`src/include/cafm_params.svh`:
```
`ifndef CAFM_PARAMS_SVH
`define CAFM_PARAMS_SVH

// Register map, byte addresses on the 32-bit bus
`define CAFM_ADR_W          8
`define CAFM_SID_OFS        8'h00
`define CAFM_EID_OFS        8'h04
`define CAFM_FLT_STRIDE     8'h08
`define CAFM_FLT_SPAN       8'h80
`define CAFM_MSKSEL_OFS     8'h80
`define CAFM_STATUS_OFS     8'h84

// Field positions in filter_standard_id
`define CAFM_SID_MSB        15
`define CAFM_SID_LSB        5
`define CAFM_TYPE_BIT       3
`define CAFM_EXTHI_MSB      1
`define CAFM_EXTHI_LSB      0
`define CAFM_SID_IMPL       16'hffeb

// Reset values
`define CAFM_SID_RST        16'h0000
`define CAFM_EID_RST        16'h0000
`define CAFM_MSKSEL_RST     16'h0000
`define CAFM_HIT_RST        16'h0000

// Mask selection
`define CAFM_NUM_MASKS      3
`define CAFM_MSK_W          2
`define CAFM_LOW_FILTERS    8
`define CAFM_MAX_FILTERS    16

`endif

```
`src/include/cafm_pkg.sv`:
```
package cafm_pkg;

  typedef struct packed
  {
    logic        ext;
    logic [10:0] std_identifier_bits;
    logic [17:0] ext_identifier_bits;
  } cafm_rxid_t;

  typedef struct packed
  {
    logic [10:0] stdMask;
    logic        typeChk;
    logic [17:0] extMask;
  } cafm_mask_t;

  typedef enum logic [1:0]
  {
    CAFM_MASK0     = 2'b00,
    CAFM_MASK1     = 2'b01,
    CAFM_MASK2     = 2'b10,
    CAFM_MASK_RSVD = 2'b11
  } cafm_msksrc_t;

  typedef enum logic
  {
    CAFM_BUS_IDLE = 1'b0,
    CAFM_BUS_ACK  = 1'b1
  } cafm_bus_t;

endpackage

```
`src/hdl/cafm_filter_cmp.sv`:
```
`timescale 1ns/100ps
`include "cafm_params.svh"

module cafm_filter_cmp
  import cafm_pkg::*;
(
  input  wire logic [15:0]     stdReg,
  input  wire logic [15:0]     extReg,
  input  wire cafm_msksrc_t    maskSrc,
  input  wire cafm_mask_t [2:0] accMask,
  input  wire cafm_rxid_t      rxId,
  output logic                 hit
);

  cafm_mask_t  selMask;
  logic        srcOk;
  logic        typeOk;
  logic        stdOk;
  logic        extOk;
  logic [17:0] fltExt;

  always_comb
  begin
    srcOk   = 1'b1;
    selMask = accMask[0];
    unique case (maskSrc)
      CAFM_MASK0: selMask = accMask[0];
      CAFM_MASK1: selMask = accMask[1];
      CAFM_MASK2: selMask = accMask[2];
      CAFM_MASK_RSVD:
      begin
        // Reserved source never matches, so a stray code cannot open the filter
        srcOk   = 1'b0;
        selMask = accMask[0];
      end
    endcase
  end

  assign fltExt = {stdReg[`CAFM_EXTHI_MSB:`CAFM_EXTHI_LSB], extReg};

  // Type check only when the mask asks for it; filter type bit else ignored
  assign typeOk = !selMask.typeChk
                  || (stdReg[`CAFM_TYPE_BIT] == rxId.ext);

  // Mask bit zero is don't care, one takes part
  assign stdOk = ((stdReg[`CAFM_SID_MSB:`CAFM_SID_LSB] ^ rxId.std_identifier_bits)
                  & selMask.stdMask) == 11'h000;

  // A standard frame carries no extended bits to compare
  assign extOk = !rxId.ext
                 || (((fltExt ^ rxId.ext_identifier_bits) & selMask.extMask) == 18'h0_0000);

  assign hit = srcOk && typeOk && stdOk && extOk;

endmodule // cafm_filter_cmp

```
`src/hdl/cafm_filter_match.sv`:
```
// Function
// Sixteen filters, numbered zero to fifteen, each own a standard and an extended register.
// Standard register bits fifteen to five give the value each masked received bit must equal.
// With mask type check set and filter type select set, only extended frames match.
// With type check set and type select clear only standard frames match; check clear ignores type.
// Standard register bits one and zero hold extended identifier bits seventeen and sixteen.
// The extended register holds extended identifier bits fifteen down to zero.
// Standard register bits four and two read as zero and ignore writes.
// The low mask select register gives filters seven to zero two bits each, seven on top.
// Mask source 00, 01, 10 pick masks zero, one, two; 11 is reserved.
// A mask bit of zero makes its identifier bit don't care, one makes it compared.
// A filter hits only when all masked bits agree and the type condition holds.
`timescale 1ns/100ps
`include "cafm_params.svh"

module cafm_filter_match
  import cafm_pkg::*;
#(
  parameter int NUM_FILTERS = `CAFM_MAX_FILTERS
)
(
  input  wire logic                  mclk,
  input  wire logic                  rst_n,
  // Classic Wishbone slave
  input  wire logic                  wb_cyc_i,
  input  wire logic                  wb_stb_i,
  input  wire logic                  wb_we_i,
  input  wire logic [`CAFM_ADR_W-1:0] wb_adr_i,
  input  wire logic [3:0]            wb_sel_i,
  input  wire logic [31:0]           wb_dat_i,
  output logic      [31:0]           wb_dat_o,
  output logic                       wb_ack_o,
  // Neighbouring mask registers and upper mask selection
  input  wire cafm_mask_t [2:0]      accMask,
  input  wire logic [15:0]           maskSelHigh,
  // Received identifier from the protocol engine
  input  wire logic                  rxValid,
  input  wire cafm_rxid_t            rxId,
  // Match result
  output logic [NUM_FILTERS-1:0]     matchHit,
  output logic                       matchValid,
  output logic                       matchAny,
  output logic [3:0]                 matchIndex
);

  generate
    if (NUM_FILTERS < 1 || NUM_FILTERS > `CAFM_MAX_FILTERS)
    begin : g_bad_count
      $error("cafm_filter_match: NUM_FILTERS must lie in 1..16");
    end
  endgenerate

  // Storage
  logic [15:0] fltStd_reg [NUM_FILTERS];
  logic [15:0] fltExt_reg [NUM_FILTERS];
  logic [15:0] mskSelLow_reg;
  logic [NUM_FILTERS-1:0] lastHit_reg;

  cafm_bus_t   busState_reg;
  cafm_bus_t   busState_next;
  logic [31:0] rdData_next;
  logic [NUM_FILTERS-1:0] hitNow;

  logic        busReq;
  logic        busWrite;
  logic        inFltSpan;
  logic [3:0]  fltSel;
  logic        fltExtSel;
  logic        fltValid;

  // Merge byte lanes 0 and 1 into a 16-bit register
  function automatic logic [15:0] merge16(
    input logic [15:0] oldVal,
    input logic [31:0] wrData,
    input logic [3:0]  sel
  );
    logic [15:0] res;
    res = oldVal;
    if (sel[0])
    begin
      res[7:0] = wrData[7:0];
    end
    if (sel[1])
    begin
      res[15:8] = wrData[15:8];
    end
    return res;
  endfunction

  // Mask source field of a filter
  function automatic cafm_msksrc_t maskSrcOf(
    input int          idx,
    input logic [15:0] lowSel,
    input logic [15:0] highSel
  );
    cafm_msksrc_t src;
    if (idx < `CAFM_LOW_FILTERS)
    begin
      src = cafm_msksrc_t'(lowSel[idx*`CAFM_MSK_W +: `CAFM_MSK_W]);
    end
    else
    begin
      src = cafm_msksrc_t'(highSel[(idx-`CAFM_LOW_FILTERS)*`CAFM_MSK_W +: `CAFM_MSK_W]);
    end
    return src;
  endfunction

  // Lowest numbered hit wins the reported index
  function automatic logic [3:0] firstHit(
    input logic [NUM_FILTERS-1:0] hits
  );
    logic [3:0] idx;
    logic       found;
    idx   = 4'h0;
    found = 1'b0;
    for (int i = 0; i < NUM_FILTERS; i++)
    begin
      if (hits[i] && !found)
      begin
        idx   = 4'(i);
        found = 1'b1;
      end
    end
    return idx;
  endfunction

  // Address decode
  assign busReq    = wb_cyc_i && wb_stb_i && (busState_reg == CAFM_BUS_IDLE);
  assign busWrite  = busReq && wb_we_i;
  assign inFltSpan = wb_adr_i < `CAFM_FLT_SPAN;
  assign fltSel    = wb_adr_i[6:3];
  assign fltExtSel = wb_adr_i[2];
  assign fltValid  = inFltSpan && (int'(fltSel) < NUM_FILTERS) && (wb_adr_i[1:0] == 2'b00);

  // Bus handshake: ack one cycle after the request, then drop
  always_comb
  begin
    busState_next = busState_reg;
    unique case (busState_reg)
      CAFM_BUS_IDLE:
      begin
        if (busReq)
        begin
          busState_next = CAFM_BUS_ACK;
        end
      end
      CAFM_BUS_ACK:
      begin
        busState_next = CAFM_BUS_IDLE;
      end
    endcase
  end

  always_ff @(posedge mclk or negedge rst_n)
  begin
    if (!rst_n)
    begin
      busState_reg <= CAFM_BUS_IDLE;
    end
    else
    begin
      busState_reg <= busState_next;
    end
  end

  always_ff @(posedge mclk or negedge rst_n)
  begin
    if (!rst_n)
    begin
      wb_ack_o <= 1'b0;
    end
    else
    begin
      wb_ack_o <= (busState_next == CAFM_BUS_ACK);
    end
  end

  // Read mux; unmapped addresses still ack and read zero
  always_comb
  begin
    rdData_next = 32'h0000_0000;
    if (fltValid)
    begin
      if (fltExtSel)
      begin
        rdData_next[15:0] = fltExt_reg[fltSel];
      end
      else
      begin
        rdData_next[15:0] = fltStd_reg[fltSel] & `CAFM_SID_IMPL;
      end
    end
    else if (wb_adr_i == `CAFM_MSKSEL_OFS)
    begin
      rdData_next[15:0] = mskSelLow_reg;
    end
    else if (wb_adr_i == `CAFM_STATUS_OFS)
    begin
      rdData_next[NUM_FILTERS-1:0] = lastHit_reg;
    end
  end

  always_ff @(posedge mclk or negedge rst_n)
  begin
    if (!rst_n)
    begin
      wb_dat_o <= 32'h0000_0000;
    end
    else if (busReq && !wb_we_i)
    begin
      wb_dat_o <= rdData_next;
    end
    else if (busReq)
    begin
      wb_dat_o <= 32'h0000_0000;
    end
  end

  // Filter registers, one pair per filter
  generate
    for (genvar f = 0; f < NUM_FILTERS; f++)
    begin : g_flt
      always_ff @(posedge mclk or negedge rst_n)
      begin
        if (!rst_n)
        begin
          fltStd_reg[f] <= `CAFM_SID_RST;
        end
        else if (busWrite && fltValid && !fltExtSel && fltSel == 4'(f))
        begin
          // Unimplemented bits never store, so they cannot leak into a read
          fltStd_reg[f] <= merge16(fltStd_reg[f], wb_dat_i, wb_sel_i)
                           & `CAFM_SID_IMPL;
        end
      end

      always_ff @(posedge mclk or negedge rst_n)
      begin
        if (!rst_n)
        begin
          fltExt_reg[f] <= `CAFM_EID_RST;
        end
        else if (busWrite && fltValid && fltExtSel && fltSel == 4'(f))
        begin
          fltExt_reg[f] <= merge16(fltExt_reg[f], wb_dat_i, wb_sel_i);
        end
      end

      cafm_filter_cmp u_cmp
      (
        .stdReg  (fltStd_reg[f]),
        .extReg  (fltExt_reg[f]),
        .maskSrc (maskSrcOf(f, mskSelLow_reg, maskSelHigh)),
        .accMask (accMask),
        .rxId    (rxId),
        .hit     (hitNow[f])
      );
    end
  endgenerate

  always_ff @(posedge mclk or negedge rst_n)
  begin
    if (!rst_n)
    begin
      mskSelLow_reg <= `CAFM_MSKSEL_RST;
    end
    else if (busWrite && wb_adr_i == `CAFM_MSKSEL_OFS)
    begin
      mskSelLow_reg <= merge16(mskSelLow_reg, wb_dat_i, wb_sel_i);
    end
  end

  // Match results; registers written in the same cycle take effect next
  always_ff @(posedge mclk or negedge rst_n)
  begin
    if (!rst_n)
    begin
      matchValid <= 1'b0;
    end
    else
    begin
      matchValid <= rxValid;
    end
  end

  always_ff @(posedge mclk or negedge rst_n)
  begin
    if (!rst_n)
    begin
      matchHit   <= '0;
      matchAny   <= 1'b0;
      matchIndex <= 4'h0;
    end
    else if (rxValid)
    begin
      matchHit   <= hitNow;
      matchAny   <= |hitNow;
      matchIndex <= firstHit(hitNow);
    end
  end

  // Last hit vector kept for software, stands until the next identifier
  always_ff @(posedge mclk or negedge rst_n)
  begin
    if (!rst_n)
    begin
      lastHit_reg <= '0;
    end
    else if (rxValid)
    begin
      lastHit_reg <= hitNow;
    end
  end

endmodule // cafm_filter_match

```
`config.mk`:
```
export PLATFORM = sky130hd
export DESIGN_NAME = cafm_filter_match
export DESIGN_NICKNAME = d
export VERILOG_FILES = /design/src/include/cafm_pkg.sv /design/src/hdl/cafm_filter_cmp.sv /design/src/hdl/cafm_filter_match.sv
export VERILOG_INCLUDE_DIRS = /design/src /design/src/include
export SDC_FILE = /design/constraint.sdc
export NUM_CORES = 2
export LEC_CHECK = 0
export BUFFER_PORTS_ARGS = -buffer_cell sky130_fd_sc_hd__clkbuf_2
export CAP_MARGIN = 40
export CORE_MARGIN = 5
export CORE_UTILIZATION = 40
export CTS_CLUSTER_DIAMETER = 200
export CTS_CLUSTER_SIZE = 14
export DETAILED_ROUTE_END_ITERATION = 10
export MAX_ROUTING_LAYER = met4
export SLEW_MARGIN = 15
export SYNTH_ARGS = -nofsm -noshare
export SYNTH_HDL_FRONTEND = slang
export SYNTH_SLANG_ARGS = --single-unit
export TNS_END_PERCENT = 5
```
`constraint.sdc`:
```
create_clock -name mclk -period 4.54 [get_ports mclk]
set_clock_uncertainty 0.2 [all_clocks]
set_input_delay 1.362 -clock mclk [delete_from_list [all_inputs] [get_ports mclk]]
set_output_delay 1.362 -clock mclk [all_outputs]
set_load 0.02 [all_outputs]
```
# Word-level counts from Yosys, hierarchy flattened
# Cells that the tools add are included.
# op_classes
n_mux	91
bitwise_logic	66
eq_ne	81
magnitude_cmp	2
reduce_logical	304
# op_table
op	count
30-bit case mux with 3 select lines	16
18-bit AND	16
18-bit logical NOT	16
18-bit XOR	16
11-bit AND	16
11-bit logical NOT	16
11-bit XOR	16
2-bit AND reduction	66
16-bit binary-select mux with 4-bit select	2
16-bit 2-to-1 mux	8
1-bit logical AND	104
2-bit equality test (second input constant)	32
32-bit 2-to-1 mux	2
1-bit 2-to-1 mux	48
1-bit logical NOT	34
2-bit logical NOT	17
2-bit by 1-bit equality test with 1-bit output (second input constant)	16
4-bit equality test (second input constant)	8
1-bit logical OR	32
4-bit 2-to-1 mux	8
2-bit OR reduction	16
1-bit equality test	16
4-bit by 3-bit equality test with 1-bit output (second input constant)	4
8-bit equality test (second input constant)	2
other kinds (12)	17
# word_totals
output_inout_bits	55
input_bits	186
elab_cells	616
regBits	551

# Depth between registers and ports, before layout
# depth
depth_word	69
depth_mapped	14
ltp_nobuf	12

# Cells and area by module
# A second synthesis with hierarchy kept.
# unflattened
hier_cells	3610
area_unflattened_um2	38834.7
# modules_own_cells
mod	n_inst	area_per_inst_um2	cells_each	seq_area_each_um2
cafm_filter_match	1	24951.4	1658	13387.8
cafm_filter_cmp (g_flt[12].u_cmp ...)	13	869.6	122	0.0
cafm_filter_cmp (g_flt[0].u_cmp ...)	3	859.6	122	0.0

# Worst setup path before layout
# OpenSTA, ideal clock, no wires.
# synth_path
kind	input-to-reg
from	input maskSelHigh[12]
to	register matchIndex[2]
required_time_ns	4.248
path_slack_ns	0.572
setup_time_ns	0.092
n_path_buf	1
arrival_ns	3.676
path_stages	11
cell_sequence	inv_1 > ha_1 > buf_12 > a221oi_1 > o22ai_1 > or4_4 > o41ai_2 > a41oi_1 > nand3_2 > a41oi_1 > o31ai_2
# synth_between
elab_chain_len	14
elab_cells_between_ends	24
cone_classes	3 x eq/ne; 6 x mux; 2 x bitwise; 13 x reduce/logical
# synth_lines
item	line_no	rtl
start: declaration	cafm_filter_match.sv:35	input wire logic [15:0] maskSelHigh,
branches (longest 7 deep; another with 30-bit case mux with 3 select lines)	-	
1-bit logical AND *	cafm_filter_cmp.sv:53	assign hit = srcOk && typeOk && stdOk && extOk;
1-bit logical AND *	cafm_filter_match.sv:118	if (hits[i] && !found)
1-bit 2-to-1 mux	cafm_filter_match.sv:118	
1-bit 2-to-1 mux	cafm_filter_match.sv:294	else if (rxValid)
1-bit logical NOT	cafm_filter_match.sv:118	
1-bit logical AND	cafm_filter_match.sv:118	
4-bit 2-to-1 mux *	cafm_filter_match.sv:118	
end signal: assignment	cafm_filter_match.sv:298	matchIndex <= firstHit(hitNow);
end: declaration	cafm_filter_match.sv:43	output logic [3:0] matchIndex
# Mark *: on every way between the ends. The select of a mux whose other input is x is not followed.
# A chain may end at the register's enable or synchronous reset.

# Worst setup path after layout
# layout_path
from	input maskSelHigh[14]
to	register matchIndex[2]
# layout_between
elab_chain_len	10
elab_cells_between_ends	19
cone_classes	3 x eq/ne; 3 x mux; 2 x bitwise; 11 x reduce/logical
# layout_lines
item	line_no
branches (longest 7 deep; another with 30-bit case mux with 3 select lines)	-
1-bit logical AND *	cafm_filter_cmp.sv:53
1-bit logical AND *	cafm_filter_match.sv:118
4-bit 2-to-1 mux *	cafm_filter_match.sv:118
# Mark *: on every way between the ends.

==> qor.csv <==
stage,metric,value,unit
floorplan,Starting Density,40.2,%
clock_network,Max clock buf depth,3,
logic_synthesis,Area contributors post-synth,"dfrtp_1, mux2_2, a221oi_1, xor2_1, mux4_2",
floorplan,die width,327,um
clock_network,CTS Hold Buffers Added,0,
route,First-pass DRT Iterations,8,
clock_network,total CTS buffers,44,
worst_setup_path,Worst R2R Setup Slack,0.24,ns
global_route,global-route wire length before repair,284000,um
placement,global placer's final weighted congestion,1.08,
logic_synthesis,top-count cell post-synth,dfrtp_1,
route,1st-iter DRT viols,6084,
global_route,M1 GR Usage,47.7,%
timing,worst slew pin tran,0.952,ns
worst_setup_path,crit path capture type,flip-flop,
logic_synthesis,post-synthesis sequential area ratio,33.4,%
logic_synthesis,Yosys top cell by area,dfrtp_1,
logic_synthesis,cells after synthesis,3845,
timing,Achievable Freq,0.228,GHz
logic_synthesis,warnings from Yosys,0,
power,LEAKAGE,20.9,nW
global_route,GRT met2 Usage,56.3,%
global_route,GRT met3 Usage,10.1,%
clock_network,CTS clock-pin slew for the worst setup and hold paths,0.07,ns
layout,max reg flops,256,
worst_hold_path,Hold Path Depth,2,
timing,fin crit share,96.6,%
timing,Max-slew headroom,35.9,%
global_route,gr busiest metal,met2,
logic_synthesis,post-synthesis cell area,40100,um^2
power,peak supply drop,0.289,mV
route,vias post-DR,37900,
clock_network,clk sinks,535,
power,PD cells,245,nW/um^2
clock_network,TritonCTS clock tree,done,
layout,"Area growth, synth to finish",14.1,%
worst_setup_path,r2r endpoint,matchIndex[0]$_DFFE_PN0P_,
worst_setup_path,CP startpoint kind,primary input,
floorplan,Row Count,116,
route,Routed Antenna Nets,0,
worst_setup_path,kind of critical path,in2reg,
logic_synthesis,syn_area_per_cell,10.4,um^2
global_route,grt ovf,0,
timing,"Setup violations, final",0,
logic_synthesis,most frequent cells after synthesis,"dfrtp_1, mux2_2, a221oi_1",
layout,layout cells sized above 1,34.6,%
timing,RSZ-0062 raised after global routing,no,
route,drt drc,0,
logic_synthesis,synth unique cells,66,
flow_run,max_cap viols,0,
layout,fin nets,4266,
worst_setup_path,Worst Path Arrival,4.73,ns
floorplan,core area,99900,um^2
worst_setup_path,reg2reg path depth,13,
clock_network,worst-skew pair later-pin latency,0.65,ns
clock_network,CTS H-Tree Depth,2,
route,total wire length,207000,um
logic_synthesis,"Top FF cell, synth",dfrtp_1,
worst_setup_path,required time at the worst-slack endpoint,4.88,ns
worst_setup_path,reg2reg start,mskSelLow_reg[9]$_DFFE_PN0P_,
placement,HPWL Detailed,160000,um
floorplan,Boundary Pins,241,
layout,Non-Filler Instances,5354,
logic_synthesis,Post-synth ARST share,100,%
worst_hold_path,WHS Endpoint,wb_dat_o[7]$_DFFE_PN0P_,
clock_network,Clock Tree Root,clkbuf_16,
worst_hold_path,worst hold path type,reg2reg,
worst_hold_path,hold path start,wb_dat_o[7]$_DFFE_PN0P_,
global_route,vias in the first global route,36800,
timing,Min Hold Slack,0.281,ns
floorplan,die height,327,um
logic_synthesis,Post-synth EDFFs,0,
timing,Final Hold Vio Count,0,
global_route,initial antenna violation count,26,
global_route,largest net degree at the start of global routing,86,
placement,IO Port Bufs,206,
placement,placed instance count,5274,
route,drt via density,7.08,
floorplan,Die Outline Area,107000,um^2
timing,Final Critical Period,4.39,ns
worst_setup_path,CP Max Fanout,8,
route,detailed-route wire length per cell,38.6,um
timing,"Slew Viols, Final",0,
run_status,outcome,"complete, no violations",
logic_synthesis,Synth top area share,33.4,%
logic_synthesis,register bit total from synthesis,535,
global_route,GRT Resource Usage Total,38.3,%
## per-stage QoR
step / setup slack, ns / TNS, ns / cell area, um^2 / util, % / power, W
after global routing: 0.0789 / 0 / 45800 / 45.8 / 0.0115
after detailed placement: -0.544 / -2.46 / 44400 / 44.4 / 0.00758
after CTS: 0.101 / 0 / 45500 / 45.6 / 0.0112
final: 0.153 / 0 / 45800 / 45.9 / 0.0112
after global placement: -0.986 / -5.11 / 44200 / 44.3 / 0.00757
after floorplan: 0.572 / 0 / 40200 / - / 0.00634
## placed cells by master (no fill, tap or decap), types with 63 or more instances in the layout
cell type / instances
nand2_1: 102
xor2_1: 437
o22ai_1: 228
dfrtp_1: 535
clkbuf_2: 203
mux4_2: 150
a221oi_1: 467
nor2_1: 69
buf_12: 63
buf_4: 368
o21ai_0: 448
mux2_2: 517
## cell families (layout without fill, tap and decap cells)
| logic type | Yosys count | in the layout | synth area share, % |
|---|---|---|---|
| buf+inv | 574 | 747 | 6.86 |
| other cells | 1 | 39 | 0.00934 |
| flops | 535 | 535 | 33.4 |
| fa+ha+maj | 48 | 48 | 1.50 |
| simple gates | 315 | 315 | 3.92 |
| xor+xnor | 441 | 441 | 9.63 |
| mux | 667 | 667 | 22.9 |
| compound gates | 1264 | 1264 | 21.8 |
## worst max path at each step
| stage | from | depth (start not counted) | slack (ns) | endpoint |
|---|---|---|---|---|
| 2_1_floorplan | maskSelHigh[12] | 11 | 0.57 | matchIndex[2]$_DFFE_PN0P_ |
| 5_1_grt | maskSelHigh[14] | 14 | 0.08 | matchIndex[3]$_DFFE_PN0P_ |
| 3_3_place_gp | maskSelHigh[14] | 13 | -0.99 | matchIndex[2]$_DFFE_PN0P_ |
| 6_report | maskSelHigh[14] | 14 | 0.15 | matchIndex[2]$_DFFE_PN0P_ |
| 4_1_cts | maskSelHigh[14] | 14 | 0.10 | matchIndex[2]$_DFFE_PN0P_ |
| 3_5_place_dp | maskSelHigh[14] | 14 | -0.54 | matchIndex[2]$_DFFE_PN0P_ |
## critical path, cell delays in order
cell	delay (ns)
clkbuf_2	0.11
inv_1	0.05
ha_1	0.42
buf_4	0.19
a221oi_1	0.27
o22ai_1	0.14
or4_1	0.51
o41ai_4	0.63
buf_4	0.21
and4_1	0.23
a41oi_1	0.11
nand3_2	0.15
a41oi_1	0.16
o31ai_2	0.19
## final cells by class
| cell class | instances | area (um^2) |
|---|---|---|
| clock inverter | 1 | 11.3 |
| clock buffer | 46 | 1140 |
| sequential | 535 | 13400 |
| timing repair buffer | 647 | 5290 |
| inverter | 53 | 199 |
| tap | 1298 | 1620 |
| antenna | 23 | 57.6 |
| multi-input combinational | 2751 | 24100 |
| fill | 9529 | 54100 |
## report_power, final
group	total, W	switching (W)	internal, W
logic	0.00278	0.00180	0.000982
registers	0.00485	0.0000424	0.00481
clock network	0.00359	0.00182	0.00177
## routing by layer
layer | share of wire (%) | vias up
li1 | - | 15200
met1 | 38 | 19300
met2 | 43 | 2741
met3 | 11 | 636
met4 | 7.6 | 0
met5 | 0 | -
## repair_timing
action                                  CTS  global route
endpoints found under the setup margin    0             3
gates resized for setup                   0             1
buffers inserted                          0             0
Note: power is estimated with default switching activity, not from simulation.
